==> src/hw/cce_pkg.sv <==
// constants, types and states for the call/clear/complement executor
package cce_pkg;

  localparam int PC_W = 11;
  localparam int ADDR_W = 8;
  localparam int DATA_W = 8;
  localparam int BIT_W = 3;
  localparam int MEM_DEPTH = 256;

  localparam logic [PC_W-1:0] PC_RESET = 11'h000;
  localparam logic [PC_W-1:0] PC_STEP = 11'h001;
  localparam logic [DATA_W-1:0] BYTE_ZERO = 8'h00;
  localparam logic [DATA_W-1:0] BYTE_ONES = 8'hFF;
  localparam logic ZERO_FLAG_RESET = 1'b0;
  localparam logic TIMEOUT_FLAG_RESET = 1'b0;
  localparam logic POWERDOWN_FLAG_RESET = 1'b0;

  typedef enum logic [2:0] {
    OP_OTHER = 3'b000,
    OP_CALL = 3'b001,
    OP_ZERO = 3'b010,
    OP_BIT_ZERO = 3'b011,
    OP_INVERT = 3'b100,
    OP_WDT_CLEAR = 3'b101,
    OP_PRECLEAR1 = 3'b110,
    OP_PRECLEAR2 = 3'b111
  } op_t;

  typedef enum logic [1:0] {
    ST_IDLE = 2'b00,
    ST_CALL2 = 2'b01,
    ST_RMW = 2'b10
  } state_t;

  typedef enum logic [1:0] {
    PEND_NONE = 2'b00,
    PEND_FIRST = 2'b01,
    PEND_SECOND = 2'b10
  } pend_t;

  // one decoded instruction from fetch/decode
  typedef struct packed {
    op_t op;
    logic [ADDR_W-1:0] memAddr;
    logic [BIT_W-1:0] bitSel;
    logic [PC_W-1:0] target;
  } instr_t;

  // stack push request
  typedef struct packed {
    logic valid;
    logic [PC_W-1:0] retAddr;
  } push_t;

endpackage

==> src/hw/call_clear_complement_exec.sv <==
// executor for call, clear, bit clear, complement and watchdog clears
`timescale 1ns/1ps
module call_clear_complement_exec
  import cce_pkg::*;
(
  input wire logic clock,
  input wire logic reset_n,
  input wire logic instrValid,
  input wire instr_t instr,
  input wire logic timeoutSet,
  input wire logic powerdownSet,
  input wire logic [ADDR_W-1:0] peekAddr,
  output logic ready,
  output logic [PC_W-1:0] pc,
  output push_t stackPush,
  output logic watchdogClear,
  output logic zeroFlag,
  output logic timeoutFlag,
  output logic powerdownFlag,
  output logic [DATA_W-1:0] peekData
);

  function automatic logic [PC_W-1:0] nextPc(input logic [PC_W-1:0] p);
    nextPc = p + PC_STEP;
  endfunction

  function automatic logic [DATA_W-1:0] bitMask(input logic [BIT_W-1:0] b);
    bitMask = DATA_W'(1) << b;
  endfunction

  state_t state_reg, state_next;
  pend_t pend_reg, pend_next;
  instr_t held_reg;
  logic [PC_W-1:0] pc_reg, pc_next;
  push_t push_reg, push_next;
  logic ready_reg;
  logic wdClr_reg, wdClr_next;
  logic zero_reg, zero_next;
  logic timeout_reg, timeout_next;
  logic powerdown_reg, powerdown_next;
  logic [DATA_W-1:0] ramData;

  // decode of the accepted instruction
  wire logic accept = instrValid && ready_reg && (state_reg == ST_IDLE);
  wire logic isCall = accept && (instr.op == OP_CALL);
  wire logic isZero = accept && (instr.op == OP_ZERO);
  wire logic isRmw = accept &&
    ((instr.op == OP_BIT_ZERO) || (instr.op == OP_INVERT));
  wire logic isWdt = accept && (instr.op == OP_WDT_CLEAR);
  wire logic isPre1 = accept && (instr.op == OP_PRECLEAR1);
  wire logic isPre2 = accept && (instr.op == OP_PRECLEAR2);
  wire logic inRmw = (state_reg == ST_RMW);
  wire logic rmwInvert = inRmw && (held_reg.op == OP_INVERT);

  // preclear pairs complete only on an alternation
  wire logic pairDone = (isPre1 && pend_reg == PEND_SECOND) ||
    (isPre2 && pend_reg == PEND_FIRST);
  wire logic clearWd = isWdt || pairDone;

  // read-modify-write data path
  wire logic [DATA_W-1:0] invData = ~ramData;
  wire logic [DATA_W-1:0] bitData =
    ramData & ~bitMask(held_reg.bitSel);
  wire logic [DATA_W-1:0] rmwData = rmwInvert ? invData : bitData;

  // memory ports: byte clear writes at once, rmw writes next cycle
  wire logic memWe = isZero || inRmw;
  wire logic [ADDR_W-1:0] memWa = inRmw ? held_reg.memAddr : instr.memAddr;
  wire logic [DATA_W-1:0] memWd = inRmw ? rmwData : BYTE_ZERO;
  wire logic [ADDR_W-1:0] memRa = isRmw ? instr.memAddr : peekAddr;

  data_ram ram (
    .clock(clock),
    .writeEn(memWe),
    .writeAddr(memWa),
    .writeData(memWd),
    .readAddr(memRa),
    .readData(ramData)
  );

  // sequencing: call and rmw each need a second cycle
  always_comb begin
    state_next = state_reg;
    pc_next = pc_reg;
    push_next = '{valid: 1'b0, retAddr: push_reg.retAddr};
    unique case (state_reg)
      ST_IDLE: begin
        if (isCall) begin
          push_next = '{valid: 1'b1, retAddr: nextPc(pc_reg)};
          state_next = ST_CALL2;
        end else if (isRmw) begin
          state_next = ST_RMW;
        end else if (accept) begin
          pc_next = nextPc(pc_reg);
        end
      end
      ST_CALL2: begin
        pc_next = held_reg.target;
        state_next = ST_IDLE;
      end
      ST_RMW: begin
        pc_next = nextPc(pc_reg);
        state_next = ST_IDLE;
      end
      default: begin
        state_next = ST_IDLE;
      end
    endcase
  end

  // preclear tracking: a repeat keeps waiting for its partner
  always_comb begin
    pend_next = pend_reg;
    if (pairDone) begin
      pend_next = PEND_NONE;
    end else if (isPre1) begin
      pend_next = PEND_FIRST;
    end else if (isPre2) begin
      pend_next = PEND_SECOND;
    end
  end

  // flags: a set from the watchdog or sleep logic beats a clear
  assign wdClr_next = clearWd;
  assign timeout_next = timeoutSet || (timeout_reg && !clearWd);
  assign powerdown_next = powerdownSet || (powerdown_reg && !clearWd);
  assign zero_next = rmwInvert ? (invData == BYTE_ZERO)
    : zero_reg;

  always_ff @(posedge clock or negedge reset_n) begin
    if (!reset_n) begin
      state_reg <= ST_IDLE;
      pend_reg <= PEND_NONE;
      pc_reg <= PC_RESET;
      push_reg <= '0;
      ready_reg <= 1'b0;
    end else begin
      state_reg <= state_next;
      pend_reg <= pend_next;
      pc_reg <= pc_next;
      push_reg <= push_next;
      ready_reg <= (state_next == ST_IDLE);
    end
  end

  always_ff @(posedge clock or negedge reset_n) begin
    if (!reset_n) begin
      wdClr_reg <= 1'b0;
      zero_reg <= ZERO_FLAG_RESET;
      timeout_reg <= TIMEOUT_FLAG_RESET;
      powerdown_reg <= POWERDOWN_FLAG_RESET;
    end else begin
      wdClr_reg <= wdClr_next;
      zero_reg <= zero_next;
      timeout_reg <= timeout_next;
      powerdown_reg <= powerdown_next;
    end
  end

  // instruction held for the second cycle; no reset needed on data
  always_ff @(posedge clock) begin
    if (accept) begin
      held_reg <= instr;
    end
  end

  assign ready = ready_reg;
  assign pc = pc_reg;
  assign stackPush = push_reg;
  assign watchdogClear = wdClr_reg;
  assign zeroFlag = zero_reg;
  assign timeoutFlag = timeout_reg;
  assign powerdownFlag = powerdown_reg;
  assign peekData = ramData;

  // helper for the pair checks: which preclear kind waits for a partner;
  // kept apart from pend_reg so a broken pairing path still shows up
  logic armFirst_reg;
  logic armSecond_reg;

  always_ff @(posedge clock or negedge reset_n) begin
    if (!reset_n) begin
      armFirst_reg <= 1'b0;
      armSecond_reg <= 1'b0;
    end else if (isPre1) begin
      armFirst_reg <= !armSecond_reg;
      armSecond_reg <= 1'b0;
    end else if (isPre2) begin
      armSecond_reg <= !armFirst_reg;
      armFirst_reg <= 1'b0;
    end
  end
endmodule

==> src/hw/data_ram.sv <==
// data memory: one write port, one registered read port
`timescale 1ns/1ps
module data_ram
  import cce_pkg::*;
(
  input wire logic clock,
  input wire logic writeEn,
  input wire logic [ADDR_W-1:0] writeAddr,
  input wire logic [DATA_W-1:0] writeData,
  input wire logic [ADDR_W-1:0] readAddr,
  output logic [DATA_W-1:0] readData
);

  logic [DATA_W-1:0] mem [MEM_DEPTH];

  // read returns the old byte on a same-address write
  always_ff @(posedge clock) begin
    if (writeEn) begin
      mem[writeAddr] <= writeData;
    end
    readData <= mem[readAddr];
  end

endmodule
==> config.mk <==
export PLATFORM = sky130hd
export DESIGN_NAME = call_clear_complement_exec
export DESIGN_NICKNAME = d
export VERILOG_FILES = /design/src/hw/cce_pkg.sv /design/src/hw/call_clear_complement_exec.sv /design/src/hw/data_ram.sv
export SDC_FILE = /design/constraint.sdc
export NUM_CORES = 2
export LEC_CHECK = 0
export BUFFER_PORTS_ARGS = -buffer_cell sky130_fd_sc_hd__buf_4
export CAP_MARGIN = 20
export CELL_PAD_IN_SITES_DETAIL_PLACEMENT = 1
export CELL_PAD_IN_SITES_GLOBAL_PLACEMENT = 1
export CORE_ASPECT_RATIO = 1.1
export CORE_MARGIN = 3
export CORE_UTILIZATION = 48
export DETAILED_ROUTE_END_ITERATION = 8
export PLACE_DENSITY = 0.73
export SETUP_SLACK_MARGIN = 0.05
export SLEW_MARGIN = 20
export SYNTH_ARGS = -nofsm -noshare
export SYNTH_HDL_FRONTEND = slang
export SYNTH_SLANG_ARGS = --single-unit
==> constraint.sdc <==
create_clock -name clock -period 9.6 [get_ports clock]
set_input_delay 0.48 -clock clock [delete_from_list [all_inputs] [get_ports clock]]
set_output_delay 0.48 -clock clock [all_outputs]
set_load 0.02 [all_outputs]
==> reports/qor.csv <==
stage,metric,value,unit
layout,largest_register_ffs,2048,
sta,setup_ws,3590,ps
die,die_y,455,um
route,wire_per_inst,35.3,um
pwr,p_leak,30.6,nW
worst_setup_path,cp.required,10360,ps
sta,fin_crit_sh,62.6,%
layout,fin_cells,8622,
worst_setup_path,arrival,6770,ps
worst_setup_path,cpMostUsedCell,nor4_1,
die,start_util,48.4,%
logic_synthesis,yosysTopAreaCell,edfxtp_1,
route,routed_via_density,7.13,
cts,postCtsSetupRepairBufs,0,
logic_synthesis,syn_avg_cell_area,14.1,sq um
pwr,power.density,210,mW/mm^2
cts,cts_tree,yes,
global_route,grt_pass1_vias,62100,
layout,multi_input_area,0.0225,sq mm
route,via_count,61500,
cts,cts-buffers-inserted,211,
run,drv_cap,0,
min_path,hold_class,input port to async pin,
pwr,finalPower,20.5,mW
route,drc,0,
worst_setup_path,path_class,flop to flop,
outcome,status,finished clean,
die,core,0.182,sq mm
worst_setup_path,cp-end-kind,flop,
sta,setup_viol,0,
cts,clk_pin_slew,70,ps
cts,ctsHoldBuffers,29,
logic_synthesis,mappedNetlistArea,0.0880,sq mm
worst_setup_path,cp_num_buf_inv,3,
logic_synthesis,yosysWarnings,0,
global_route,top_usage_layer,met2,
sta,drv_slew,0,
layout,drive_above_1_share,10.1,%
logic_synthesis,synth.area.top_cells,"edfxtp_1, a31oi_1, nor4_1",
global_route,overflow,0,
logic_synthesis,yosysSeqAreaShare,71.9,%
sta,rsz0062_at_grt,false,
placement,gp_congestion,0.855,
cts,htree_num_levels,4,
cts,clk_latency,880,ps
worst_setup_path,cp_max_fo,67,
global_route,grt_use_met2,50.7,%
worst_setup_path,rrSetupSlack,3590,ps
sta,setup_tns,0,ps
route,drtAntennaViolNets,0,
layout,fillCellCount,17300,
placement,dp.cells,8199,
cts,clock_path_buffers,3,
layout,fin_area,0.0977,sq mm
sta,hold_viol_final,0,
logic_synthesis,syn_inst,6240,
layout,nets,6075,
route,drtPass1Iterations,8,
logic_synthesis,synth.distinct_cells,69,
placement,dpl.hpwl,164,mm
global_route,grtUsageMet3,6.04,%
placement,placed_cell_area,0.0905,sq mm
sta,finClkSkew,53.4,ps
route,totalWireLength,304,mm
route,drtIter0Drc,9562,
logic_synthesis,ys_ff_latch,2113,
sta,worstMarginPinSlew,1300,ps
die,fp.dieW,414,um
sta,slew_headroom,13.3,%
layout,layout.area.seq,0.0632,sq mm
logic_synthesis,postSynth.asyncResetShare,1.51,%
global_route,gr-usage-met1,41.6,%
logic_synthesis,synthFlopType,edfxtp_1,
worst_setup_path,cpMaxStageDelayCell,buf_4,
logic_synthesis,ys_top_cells_by_count,"edfxtp_1, a31oi_1, clkbuf_1, nand2_1, nor4_1",
logic_synthesis,post-synth-top-count-cell,edfxtp_1,
cts,cts_root_buf,clkbuf_16,
logic_synthesis,synth_edf_count,2073,
worst_setup_path,crit_path_cell_trace,nand4bb_1 > inv_4 > a41o_4 > buf_4 > buf_4 > o31ai_1 > a311o_1 > nor4_1 > a31o_2 > nor4_1 > nor4_1,
worst_setup_path,critPathLaunchType,flop,
placement,post-place-ws,3650,ps
cts,cts_num_sinks,2113,
global_route,grt_pass1_wl,440,mm
worst_setup_path,cpPeakStageDelay,810,ps
global_route,grt_usage,31.5,%
sta,fin_crit,6010,ps
die,die_area,0.188,sq mm
die,rows,164,
layout,syn2layout_area_growth,11.1,%
placement,io_buffer_count,73,
logic_synthesis,synthesis.nets,6279,
die,io_pins,74,
pwr,ir_drop,208,uV
worst_setup_path,path_delay_family,buffers and inverters,
logic_synthesis,yosysTopAreaCellShare,70.8,%
cts,ctsResizeCount,0,
global_route,grt_max_degree,195,
global_route,antenna_found_initial,15,
sta,fmax,166,MHz
through the flow:
stage	util, %	hold slack [ps]
2_1_floorplan	-	184
3_3_place_gp	49.7	449
3_5_place_dp	49.8	446
4_1_cts	53.7	50.3
5_1_grt	53.7	115
6_report	53.7	104
cell type report:
type	count	share of cell area, %
flip-flops and latches	2113	64.7
multi-input cells	3469	23.0
clock buffers	255	5.64
well taps	2407	3.08
repair buffers	231	2.26
clock inverters	133	1.29
inverters	10	0.0410
diodes	4	0.0102
per-layer routing:
metal  vias up  share of wire, %
met5         -                 0
met4         0               5.0
met3       763                10
met2      3912                47
met1     31800                38
li1      25000                 -
path summary, 6_finish.rpt:
| kind | start | end | depth (start not counted) |
|---|---|---|---|
| setup reg to reg | state_reg[1] | ram.readData[0] | 11 |
| setup / recovery | state_reg[1] | ram.readData[0] | 11 |
| hold / removal | reset_n | state_reg[0] | 2 |
| hold reg to reg | stackPush[1] | stackPush[1] | 1 |
| max in group asynchronous | reset_n | pc[7] | 2 |
| min in group clock | instr[5] | held_reg[5] | 2 |
worst reg2reg max path: cells and delay by family (launching register included):
kind | cells | cell delay [ps]
flops | 1 | 460
simple gates | 4 | 1670
buf+inv | 3 | 2250
compound gates | 4 | 1560
cell usage in the layout, fill, tap and decap left out, types with 16 or more instances in the layout:
master / synthesis / final
edfxtp_1: 2073 / 2073
a31oi_1: 426 / 426
nand2_1: 378 / 362
nand4_1: 321 / 321
nor4_1: 334 / 316
o21ai_0: 305 / 303
nor2_1: 301 / 296
clkbuf_16: 0 / 214
and2_1: 189 / 189
o31ai_1: 189 / 186
buf_4: 9 / 169
a221o_1: 143 / 143
a21oi_1: 138 / 134
mux2i_1: 113 / 109
a211oi_1: 78 / 78
o31a_1: 77 / 77
a221oi_1: 53 / 53
clkinv_1: 0 / 51
a311o_1: 49 / 49
nand3_1: 46 / 45
a31o_2: 45 / 45
clkinv_2: 0 / 43
clkbuf_1: 411 / 41
and3_1: 32 / 32
dfrtp_1: 32 / 32
dlygate4sd3_1: 0 / 29
buf_12: 0 / 27
o311ai_0: 27 / 25
a2111o_1: 24 / 24
a32oi_1: 23 / 23
a22o_1: 19 / 19
bufinv_16: 0 / 19
nor4_2: 0 / 18
nand2b_1: 16 / 16
a311oi_1: 16 / 16
a222oi_1: 16 / 16
logic make-up after synthesis:
group | count (synthesis) | share of synthesized area [%]
flip-flops | 2113 | 71.9
buffers and inverters | 658 | 3.12
XOR/XNOR | 9 | 0.0896
adder cells (fa/ha/maj) | 1 | 0.0142
AO/OA/AOI/OAI | 1676 | 13.6
multiplexers | 132 | 1.54
AND/OR/NAND/NOR | 1651 | 9.80
where the power goes:
part           total, mW  switching (mW)  internal (mW)
combinational       2.02            1.48          0.539
clock               8.25            3.65           4.60
sequential          10.3          0.0856           10.2
total               20.5            5.21           15.3
Note: power is estimated with default switching activity, not from simulation.
